[src/logic/isf_map.vh]
`ifndef ISF_MAP_VH
`define ISF_MAP_VH
// status register bit positions
`define ISF_STAT_MON_SUPPLY   2
`define ISF_STAT_PUMP_LO_UV   3
`define ISF_STAT_PUMP_LO_OV   4
`define ISF_STAT_PUMP_HI_OV   5
`define ISF_STAT_RESET        8'h00
// deglitch window in ns and derived cycles at 250 MHz
`define ISF_CLK_PERIOD_NS     4
`define ISF_DEGLITCH_MIN_NS   15000
`define ISF_DEGLITCH_MAX_NS   30000
`define ISF_DEGLITCH_CYC      ((`ISF_DEGLITCH_MIN_NS + `ISF_CLK_PERIOD_NS - 1) / `ISF_CLK_PERIOD_NS)
// diagnostic mux positions (group 1)
`define ISF_MUX_ANA_UV_N      4'h2
`define ISF_MUX_BG_HIGH       4'h3
`define ISF_MUX_BG_LOW        4'h4
`define ISF_MUX_PUMP_LO_UV_N  4'h5
`define ISF_MUX_PUMP_LO_OV    4'h6
`define ISF_MUX_PUMP_HI_OV    4'h7
// device states
`define ISF_ST_ACTIVE         1'b0
`define ISF_ST_STANDBY        1'b1
`endif

[src/logic/isf_fault_resp.v]
`timescale 1ns/1ps
`default_nettype none
`include "isf_map.vh"

module isf_fault_resp (
    // clock and reset
    input  wire        ref_clk,
    input  wire        srst,
    // comparator levels, active high fault
    input  wire        pump_high_over,
    input  wire        pump_low_under,
    input  wire        pump_low_over,
    input  wire        monitor_supply_under,
    input  wire        monitor_supply_over,
    input  wire        analog_supply_under,
    input  wire        digital_supply_under,
    input  wire        digital_supply_over,
    input  wire        bandgap_mon_above,
    input  wire        bandgap_mon_below,
    // status readout and clear
    input  wire        status_clear,
    output reg  [7:0]  supply_monitor_status_one_q,
    // diagnostic mux
    input  wire [3:0]  diagnostic_mux_sel,
    output reg         diagnostic_mux_q,
    // device outputs
    output reg         mcu_reset_out_n_q,
    output reg         safing_drive_enable_q,
    output reg         internal_power_on_reset_n_q,
    output reg         standby_q,
    output reg         rails_operational_q
);
    // ------------------------------------------------------------------
    // filtered fault levels
    // ------------------------------------------------------------------
    // index order of raw fixes which filter serves which comparator
    localparam NF = 10;
    wire [NF-1:0] raw = {bandgap_mon_below, bandgap_mon_above,
                         digital_supply_over, digital_supply_under,
                         analog_supply_under, monitor_supply_over,
                         monitor_supply_under, pump_low_over,
                         pump_low_under, pump_high_over};
    wire [NF-1:0] flt;

    // one filter per comparator; they hold the deglitch time, and a
    // shared filter would let one fault mask the timing of another
    genvar gi;
    generate
        for (gi = 0; gi < NF; gi = gi + 1) begin : g_flt
            isf_deglitch #(
                .CYCLES (`ISF_DEGLITCH_CYC)
            ) u_dg (
                .ref_clk (ref_clk),
                .srst    (srst),
                .raw_in  (raw[gi]),
                .filt_q  (flt[gi])
            );
        end
    endgenerate

    // filtered levels by source; under and over of the monitor and digital supplies merge
    wire f_hi_ov   = flt[0];
    wire f_lo_uv   = flt[1];
    wire f_lo_ov   = flt[2];
    wire f_mon     = flt[3] | flt[4];
    wire f_ana_uv  = flt[5];
    wire f_dig     = flt[6] | flt[7];
    // reference cross-check: monitor reference above or below main
    wire f_bg_high = flt[8];
    wire f_bg_low  = flt[9];

    // ------------------------------------------------------------------
    // fault classification
    // ------------------------------------------------------------------
    // faults that also pull the internal power-on reset low
    wire por_fault = f_mon | f_ana_uv | f_dig;
    // every fault that ends in standby; the pump low rail undervoltage
    // is left out on purpose, it only ever sets its status bit
    wire stb_fault = f_hi_ov | f_lo_ov | f_bg_high | f_bg_low
                   | por_fault;

    // mux position decode, shared by readout
    function mux_pick;
        input [3:0] sel;
        input [7:0] v;
        begin
            case (sel)
                `ISF_MUX_ANA_UV_N:     mux_pick = v[0];
                `ISF_MUX_BG_HIGH:      mux_pick = v[1];
                `ISF_MUX_BG_LOW:       mux_pick = v[2];
                `ISF_MUX_PUMP_LO_UV_N: mux_pick = v[3];
                `ISF_MUX_PUMP_LO_OV:   mux_pick = v[4];
                `ISF_MUX_PUMP_HI_OV:   mux_pick = v[5];
                default:               mux_pick = 1'b0;
            endcase
        end
    endfunction

    // mux source vector; the active-low comparator names read inverted,
    // so a healthy supply shows a one at its position
    reg  [7:0] mux_vec;
    always @* begin
        mux_vec    = 8'h00;
        mux_vec[0] = ~f_ana_uv;
        mux_vec[1] = f_bg_high;
        mux_vec[2] = f_bg_low;
        mux_vec[3] = ~f_lo_uv;
        mux_vec[4] = f_lo_ov;
        mux_vec[5] = f_hi_ov;
    end

    // ------------------------------------------------------------------
    // status flags: sticky, set beats clear
    // ------------------------------------------------------------------
    // per-flag set terms, taken straight from the filtered levels
    reg  [7:0] set_bits;
    always @* begin
        set_bits = 8'h00;
        set_bits[`ISF_STAT_PUMP_HI_OV] = f_hi_ov;
        set_bits[`ISF_STAT_PUMP_LO_UV] = f_lo_uv;
        set_bits[`ISF_STAT_PUMP_LO_OV] = f_lo_ov;
        set_bits[`ISF_STAT_MON_SUPPLY] = f_mon;
    end

    // a clear reloads only this cycle's set terms, so a fault that is
    // still standing survives the clear instead of being lost
    always @(posedge ref_clk) begin
        if (srst) begin
            supply_monitor_status_one_q <= `ISF_STAT_RESET;
        end else if (status_clear) begin
            supply_monitor_status_one_q <= set_bits;
        end else begin
            supply_monitor_status_one_q <= supply_monitor_status_one_q
                                         | set_bits;
        end
    end

    // ------------------------------------------------------------------
    // device state; standby only leaves through power-on reset
    // ------------------------------------------------------------------
    // binary state codes, one bit is enough for two states
    localparam ST_ACTIVE  = 1'b0;
    localparam ST_STANDBY = 1'b1;

    reg        standby_d;

    // next state: any standby-class fault latches standby for good;
    // nothing in this block can bring the device back to active
    always @* begin
        standby_d = standby_q;
        case (standby_q)
            // active: wait for a filtered standby-class fault
            ST_ACTIVE: begin
                if (stb_fault) begin
                    standby_d = ST_STANDBY;
                end
            end
            // standby: held, only srst from a new power-up leaves it
            ST_STANDBY: begin
                standby_d = ST_STANDBY;
            end
            // unreachable with one bit, but fail safe
            default: begin
                standby_d = ST_STANDBY;
            end
        endcase
    end

    // state register
    always @(posedge ref_clk) begin
        if (srst) begin
            standby_q <= ST_ACTIVE;
        end else begin
            standby_q <= standby_d;
        end
    end

    // reset and drive enable fall on the same edge that enters standby,
    // so the mcu never sees a cycle of standby with its drive still on
    always @(posedge ref_clk) begin
        if (srst) begin
            mcu_reset_out_n_q     <= 1'b1;
            safing_drive_enable_q <= 1'b1;
        end else begin
            mcu_reset_out_n_q     <= (standby_d == ST_ACTIVE);
            safing_drive_enable_q <= (standby_d == ST_ACTIVE);
        end
    end

    // power-on reset follows the filtered levels and is not sticky;
    // standby is what keeps the outputs down once the fault clears
    always @(posedge ref_clk) begin
        if (srst) begin
            internal_power_on_reset_n_q <= 1'b1;
        end else begin
            internal_power_on_reset_n_q <= ~por_fault;
        end
    end

    // one flag stands for the can, io and core rails; it drops on a
    // pump low rail overvoltage and only srst raises it again
    always @(posedge ref_clk) begin
        if (srst) begin
            rails_operational_q <= 1'b1;
        end else if (f_lo_ov) begin
            rails_operational_q <= 1'b0;
        end
    end

    // registered mux readout, one cycle behind the select; the extra
    // cycle keeps the output pin straight off a flip-flop
    always @(posedge ref_clk) begin
        if (srst) begin
            diagnostic_mux_q <= 1'b0;
        end else begin
            diagnostic_mux_q <= mux_pick(diagnostic_mux_sel, mux_vec);
        end
    end
endmodule
`default_nettype wire

[src/logic/isf_deglitch.v]
`timescale 1ns/1ps
`default_nettype none
`include "isf_map.vh"

// deglitch filter: input synchronised through three flops, then a change
// is accepted only when it has stood for the full deglitch count
module isf_deglitch #(
    parameter CYCLES = 3750
) (
    // clock and reset
    input  wire        ref_clk,
    input  wire        srst,
    // raw comparator level and filtered level
    input  wire        raw_in,
    output reg         filt_q
);
    reg  [2:0]  sync_q;
    reg  [15:0] cnt_q;
    wire        stable = (sync_q[1] == sync_q[2]);

    // three-stage synchroniser, stage 0 feeds only stage 1
    always @(posedge ref_clk) begin
        if (srst) begin
            sync_q <= 3'h0;
        end else begin
            sync_q <= {sync_q[1:0], raw_in};
        end
    end

    // count while the settled level differs from the filtered output;
    // any bounce restarts the count so short glitches never pass
    always @(posedge ref_clk) begin
        if (srst) begin
            cnt_q  <= 16'h0000;
            filt_q <= 1'b0;
        end else if (!stable || sync_q[2] == filt_q) begin
            cnt_q <= 16'h0000;
        end else if (cnt_q == CYCLES[15:0] - 16'h0001) begin
            cnt_q  <= 16'h0000;
            filt_q <= sync_q[2];
        end else begin
            cnt_q <= cnt_q + 16'h0001;
        end
    end
endmodule
`default_nettype wire

[config.mk]
export PLATFORM = sky130hd
export DESIGN_NAME = isf_fault_resp
export DESIGN_NICKNAME = d
export VERILOG_FILES = /design/src/logic/isf_fault_resp.v /design/src/logic/isf_deglitch.v
export VERILOG_INCLUDE_DIRS = /design/src /design/src/logic
export SDC_FILE = /design/constraint.sdc
export NUM_CORES = 1
export LEC_CHECK = 0
export ABC_AREA = 0
export BUFFER_PORTS_ARGS = -buffer_cell sky130_fd_sc_hd__buf_2
export CAP_MARGIN = 20
export CORE_MARGIN = 2
export CORE_UTILIZATION = 35
export CTS_CLUSTER_SIZE = 24
export DETAILED_ROUTE_END_ITERATION = 16
export PLACE_DENSITY = 0.51
export SYNTH_ARGS = -nofsm -noshare
export SYNTH_HDL_FRONTEND = slang
export SYNTH_HIERARCHICAL = 1
export SYNTH_SLANG_ARGS = --single-unit
[constraint.sdc]
create_clock -name ref_clk -period 3.6 [get_ports ref_clk]
set_clock_uncertainty 0.05 [all_clocks]
set_input_delay 0.36 -clock ref_clk [delete_from_list [all_inputs] [get_ports ref_clk]]
set_output_delay 0.36 -clock ref_clk [all_outputs]
set_load 0.03 [all_outputs]
==> metrics.yaml, run 1 <==
clocking:
  postCtsHoldBufs: 0
  ctsResizeCount: 0
  cts_buffers: 24
  clock_sinks: 209
  insertion_delay_ns: 0.51
  htree_levels: 1
  cts_buffer_depth: 3
  clkTransAtPathRegs_ns: 0.06
  cts_tree: "yes"
  root_buffer: "clkbuf_16"
  post_cts_buffers: 0
routing:
  ant_nets: 0
  wire_per_inst_um: 12.2
  first_pass_iters: 5
  routed_wl_um: 16900
  avgViaCountPerCell: 4.77
  drc: 0
  drtIter0Drc: 242
  vias: 6626
synth:
  syn_inst: 1001
  synth.most_common_cell: "dfxtp_1"
  avgSynthCellArea_sq_um: 9.55
  ys.flop_type: "dfxtp_1"
  async_flop_share_pct: 0
  syn_area_sq_um: 9560
  yosys_warnings: 6
  yosysUniqueCellTypes: 34
  synth_area_leaders: "dfxtp_1 44%, xnor2_1 9.2%, nor2_1 6.1%"
  ys_seq_elements: 209
  synth_commonest_cells: "209 x dfxtp_1, 156 x nor2_1, 100 x xnor2_1"
  yosysTopAreaCellShare_pct: 43.8
  synth_edf_count: 0
  synth-seq-area-share_pct: 43.8
  synth_area_leader_cell: "dfxtp_1"
power:
  finalPower_uw: 4780
  ir_worst_vdd_v: 0.000260
  power_density_nw_per_um2: 447
  power.leakage_uw: 0.00319
critical_path:
  slowest_stage: "dfxtp_1"
  critPathArrivalTime_ns: 2.08
  critical_path.max_fanout: 16
  cp.required_ns: 3.93
  cpPeakStageDelay_ns: 0.39
  crit_family: "simple AND/OR/NAND/NOR gates"
  crit_buf_inv: 0
  rrSetupSlack_ns: 1.85
  cp-end-kind: "register"
  path_cells: "ha_1 > nor4b_1 > nand4b_1 > nand3_2 > nor2_1"
  cp-start-kind: "register"
  critPathKind: "reg -> reg"
cells_and_area:
  syn2layout_area_growth_pct: 11.9
  layout.nets: 1068
  regArea_sq_um: 4180
  num_antenna_cells: 0
  post-route-util_pct: 39.8
  multiInputGateArea_sq_um: 4990
  fillers: 2677
  drive_gt1_share_pct: 15.1
floorplanning:
  pin_count: 31
  rows: 60
  initial_core_util_pct: 35.6
  fp.dieH_um: 169
  core-area_sq_um: 26900
  die-area_sq_um: 28700
  die_w_um: 169
timing:
  fin_crit_sh_pct: 48.7
  finalMaxSlewViolations: 0
  hold_viol: 0
  slew_headroom_pct: 49.0
  tns_ns: 0
  worst_pin_slew_ns: 0.766
  finalSetupViolations: 0
  rsz0062_at_grt: "no"
  fmax_mhz: 570
  fin_crit_ns: 1.75
run_status:
  status: "finished clean"
global_route:
  antenna_found_initial: 0
  grt_pass1_wl_um: 30000
  grt_max_degree: 43
  gr-total-overflow: 0
  grt_pass1_vias: 6292
  grt.total_usage_pct: 12.2
place:
  portBuffers: 26
  place_hpwl_um: 11400
  place.gp.congestion: 0.735
job:
  cap_violations: 0
min_path:
  min_path_type: "in -> reg"
## cells in the final DEF, fill, tap and decap left out, types with 30 or more instances in the layout
cell,count
nor4_2,40
xor2_1,40
nor3_1,41
nand4_1,40
nor2_1,156
dfxtp_1,209
xnor2_1,100
nand3_1,50
nor2b_1,30
nand2_1,61
inv_1,44
## report_power, final
group / internal [uW] / total [uW] / switching, uW
Combinational: 19.5 / 52.5 / 33.0
Clock: 1460 / 2390 / 939
Sequential: 2330 / 2340 / 8.48
Total: 3800 / 4780 / 980
## worst paths after layout
path | end | depth (start not counted) | startpoint
worst max-delay path | g_flt[5].u_dg/cnt_q[8]$_SDFF_PP0_ | 5 | g_flt[5].u_dg/cnt_q[0]$_SDFF_PP0_
worst min register to register | g_flt[3].u_dg/sync_q[1]$_SDFF_PP0_ | 1 | g_flt[3].u_dg/sync_q[0]$_SDFF_PP0_
worst max register to register | g_flt[5].u_dg/cnt_q[8]$_SDFF_PP0_ | 5 | g_flt[5].u_dg/cnt_q[0]$_SDFF_PP0_
worst min-delay path | g_flt[6].u_dg/sync_q[0]$_SDFF_PP0_ | 2 | digital_supply_under
## area by class of cell
cell class | instances | area share, %
Sequential cell | 209 | 39.1
Timing Repair Buffer | 27 | 1.29
Clock inverter | 9 | 0.655
Tap cell | 341 | 3.99
Clock buffer | 34 | 6.73
Multi-Input combinational cell | 725 | 46.7
Inverter | 44 | 1.54
## stage by stage
stage | hold slack [ns] | setup WS (ns) | instances | instance area, sq um
after floorplan | 0.364 | 2.19 | 1004 | 9570
after global placement | 0.371 | 1.80 | 1346 | 9910
after detailed placement | 0.373 | 1.76 | 1346 | 9910
after CTS | 0.00601 | 1.83 | 1389 | 10700
after global routing | 0.0218 | 1.57 | 1389 | 10700
final | 0.0221 | 1.85 | 1389 | 10700
## state kept, by name, summed over array words and instances (netlist names)
register,flops
internal_power_on_reset_n_q,1
rails_operational_q,1
standby_q,1
supply_monitor_status_one_q,4
g_flt.u_dg/sync_q,30
g_flt.u_dg/filt_q,10
diagnostic_mux_q,1
g_flt.u_dg/cnt_q,160
safing_drive_enable_q,1
## metal layers
metal  up-vias  part of all wire (%)  track usage (%)
met4         0                   1.3             3.20
met1      3048                    52             17.0
met3        20                   3.1             2.03
li1       3502                     -                -
met5         -                     0                0
met2        56                    44             19.7
## cells by family (layout without fill, tap and decap cells)
kind of cell / Yosys count / after routing / synth area share, %
other: 1 / 4 / 0.0392
DFF: 209 / 209 / 43.8
and+or+nand+nor: 520 / 520 / 33.5
AOI/OAI and AO/OA: 39 / 39 / 2.83
xor gates and xnor gates: 140 / 140 / 12.8
buffers and inverters: 70 / 114 / 4.12
muxes: 2 / 2 / 0.340
adders and majority gates: 20 / 20 / 2.62
(Power assumes the default switching activity.)
==> inputs of run 2 (changes only) <==
- ABC_AREA: 0 -> 1
- PLACE_DENSITY: 0.51 -> 0.53
- clock period: 3.6 -> 1.57 ns (I/O delays scaled with it)
==> run 2 against run 1 <==
  * Sequential share of layout area shrank 6.4 points
  * Via count grew 45%
  * Global-route usage grew 1.9 points
  * Largest cell class unchanged
  * Critical path type unchanged
  * Synthesized cell count grew 60%
  * Clock-buffer cell count shrank 1
  * Register-to-register slack lost 1.7 ns
  * Utilization grew 0.60 points
  * Clock power grew 130%
  * Maximum frequency grew 22%
==> metrics.yaml, run 2 <==
global_route:
  grt.total_usage_pct: 14.1  # +1.9 points
  grt_pass1_vias: 8949  # +42%
  grt_max_degree: 16  # -63%
  gr-total-overflow: 0  # unchanged
  antenna_found_initial: 0  # unchanged
  grt_pass1_wl_um: 40600  # +35%
job:
  cap_violations: 0  # unchanged
critical_path:
  cp.required_ns: 1.96  # -1.97 ns
  cpMostUsedCell: "nor2_1"
  crit_family: "buffers and inverters"
  cpPeakStageDelay_ns: 0.55  # +0.16 ns
  cp-start-kind: "register"
  critPathArrivalTime_ns: 1.84  # -0.24 ns
  slowest_stage: "dlygate4sd3_1"
  rrSetupSlack_ns: 0.13  # -1.72 ns
  path_cells: "nor2_1 > o21ai_1 > nand2_1 > dlygate4sd3_1 > nor2_1"
  critPathKind: "reg -> reg"
  cp-end-kind: "register"
  critical_path.max_fanout: 4  # -12
  crit_buf_inv: 1  # +1
synth:
  yosysTopAreaCellShare_pct: 37.2  # -6.5 points
  synth_edf_count: 0  # unchanged
  synth_area_leader_cell: "dfxtp_1"
  avgSynthCellArea_sq_um: 7.04  # -26%
  syn_inst: 1597  # +60%
  ys_seq_elements: 209  # unchanged
  async_flop_share_pct: 0  # unchanged
  synth.most_common_cell: "nand2_1"
  syn_area_sq_um: 11200  # +18%
  synth_area_leaders: "dfxtp_1 37%, nand2_1 11%, nor2_1 8.6%"
  ys.flop_type: "dfxtp_1"
  synth_commonest_cells: "315 x nand2_1, 257 x nor2_1, 249 x inv_1"
  synth-seq-area-share_pct: 37.2  # -6.5 points
  yosys_warnings: 6  # unchanged
  yosysUniqueCellTypes: 25  # -26%
timing:
  fin_crit_sh_pct: 91.8  # +43 points
  rsz0062_at_grt: "no"
  finalSetupViolations: 0  # unchanged
  fmax_mhz: 694  # +22%
  tns_ns: 0  # unchanged
  finalMaxSlewViolations: 0  # unchanged
  hold_viol: 0  # unchanged
  fin_crit_ns: 1.44  # -0.313 ns
  worst_slack_ns: 0.128  # -1.72 ns
routing:
  drtIter0Drc: 384  # +59%
  vias: 9615  # +45%
  drc: 0  # unchanged
  ant_nets: 0  # unchanged
  wire_per_inst_um: 11.0  # -9.8%
  avgViaCountPerCell: 4.61  # -3.4%
  first_pass_iters: 4  # -1
  routed_wl_um: 23000  # +36%
cells_and_area:
  largest_reg_flops: 160  # unchanged
  top_register: "g_flt.u_dg/cnt_q"
  instances_no_fill: 2086  # +50%
  post-route-util_pct: 40.4  # +0.60 points
  num_antenna_cells: 0  # unchanged
  syn2layout_area_growth_pct: 13.7
  fillers: 3313  # +24%
  layout.nets: 1708  # +60%
  drive_gt1_share_pct: 16.3  # +1.3 points
  top_regs: "g_flt.u_dg/cnt_q x160, g_flt.u_dg/sync_q x30, g_flt.u_dg/filt_q x10"
  mostFrequentLayoutCells: "315 x nand2_1, 249 x inv_1, 248 x nor2_1"
  layout_commonest_cell: "nand2_1"
floorplanning:
  rows: 65  # +8.3%
  core-area_sq_um: 31600  # +18%
  pin_count: 31  # unchanged
  fp.dieH_um: 183  # +8.2%
  die_w_um: 183  # +8.2%
  die-area_sq_um: 33600  # +17%
  initial_core_util_pct: 35.5  # about the same
clocking:
  htree_levels: 1  # unchanged
  clock_sinks: 209  # unchanged
  cts_tree: "yes"
  root_buffer: "clkbuf_16"
  cts_buffer_depth: 3  # unchanged
  insertion_delay_ns: 0.52  # about the same
  cts_buffers: 25  # +4.2%
  clkTransAtPathRegs_ns: 0.06  # about the same
power:
  p_switching_uw: 2400  # +140%
  power.leakage_uw: 0.00433  # +36%
  power_density_nw_per_um2: 867  # +94%
  p_seq_share_pct: 48.4  # -0.4 points
  ir_worst_vdd_v: 0.000780  # +200%
  p_clk_share_pct: 49.1  # -1.0 points
  finalPower_uw: 11100  # +130%
  switching_share_pct: 21.6  # +1.1 points
  combPwrFrac_pct: 2.5  # +1.4 points
  p_int_uw: 8690  # +130%
min_path:
  min_path_type: "in -> reg"
place:
  portBuffers: 26  # unchanged
  place.gp.congestion: 0.854  # +16%
  place_hpwl_um: 17200  # +51%
  dp_slack_ns: 0.114  # -1.64 ns
  place_inst: 2031  # +51%
run_status:
  status: "finished clean"
[run 2: changes by cell type after synthesis, moves of 21 or more]
cell,change
nor2b_1,-30
nand4_1,+31
nor2_1,+101
nor4_2,-40
nand3_1,+62
a21oi_2,+30
nor2_2,+30
nand2_1,+254
nand2_2,+22
nor4b_1,-21
inv_1,+205
xnor2_1,-90
a21oi_1,+50
[run 2: cells by family (layout without fill, tap and decap cells)]
logic type	Yosys count	count (layout)	synth area share, %
buffers and inverters	274	358	10.8
adder cells (fa/ha/maj)	20	20	2.23
XOR/XNOR	30	30	2.34
other	1	4	0.0333
flip-flops	209	209	37.2
AO/OA/AOI/OAI	115	115	7.12
AND/OR/NAND/NOR	948	948	40.3
[run 2: worst register-to-register path, cell delays in order, from the launching register on]
cell and delay (ns):
dfxtp_1 0.43, nor2_1 0.07, o21ai_1 0.12, nand2_1 0.06, dlygate4sd3_1 0.55, nor2_1 0.10
[run 2: path summary, 6_finish.rpt]
| check | startpoint | endpoint | cells after the start |
|---|---|---|---|
| min reg2reg | g_flt[3].u_dg/sync_q[0]$_SDFF_PP0_ | g_flt[3].u_dg/sync_q[1]$_SDFF_PP0_ | 2 |
| min | srst | g_flt[2].u_dg/cnt_q[11]$_SDFF_PP0_ | 4 |
| max reg2reg | g_flt[9].u_dg/filt_q$_SDFFE_PP0P_ | diagnostic_mux_q$_SDFF_PP0_ | 5 |
| max | g_flt[9].u_dg/filt_q$_SDFFE_PP0P_ | diagnostic_mux_q$_SDFF_PP0_ | 5 |
[run 2: layer usage]
metal	global-route usage, %	part of all wire (%)	up-vias
met2	24.1	45	124
li1	-	-	5182
met5	0	0	-
met4	3.68	2.2	0
met1	18.7	50	4275
met3	2.01	3.1	34
[run 2: power by group through the flow]
stage	combinational [uW]	clock (uW)	sequential (uW)
after floorplan	176	0	5480
final	278	5440	5370
after CTS	285	5680	5370
after detailed placement	256	0	5480
after global placement	255	0	5480
after global routing	315	5890	5370
[run 2: through the flow]
step	area [sq um]	hold WS, ns
2_1_floorplan	11300	0.176
3_3_place_gp	11800	0.308
3_5_place_dp	11800	0.314
4_1_cts	12700	0.0179
5_1_grt	12800	0.0427
6_report	12800	0.0332
[run 2: area by class of cell]
| class | instances | area (sq um) | share of cell area (%) |
|---|---|---|---|
| Timing Repair Buffer | 59 | 443 | 3.47 |
| Tap cell | 402 | 503 | 3.93 |
| Clock inverter | 7 | 66.3 | 0.519 |
| Sequential cell | 209 | 4180 | 32.7 |
| Inverter | 259 | 972 | 7.61 |
| Multi-Input combinational cell | 1117 | 5920 | 46.3 |
| Clock buffer | 33 | 696 | 5.44 |
[run 2: repair_timing]
item | in CTS | in global routing
endpoints found under the hold margin | 14 | 0
buffers inserted | 0 | 0
hold buffers | 15 | 0
endpoints found under the setup margin | 0 | 26
resized for setup | 0 | 15
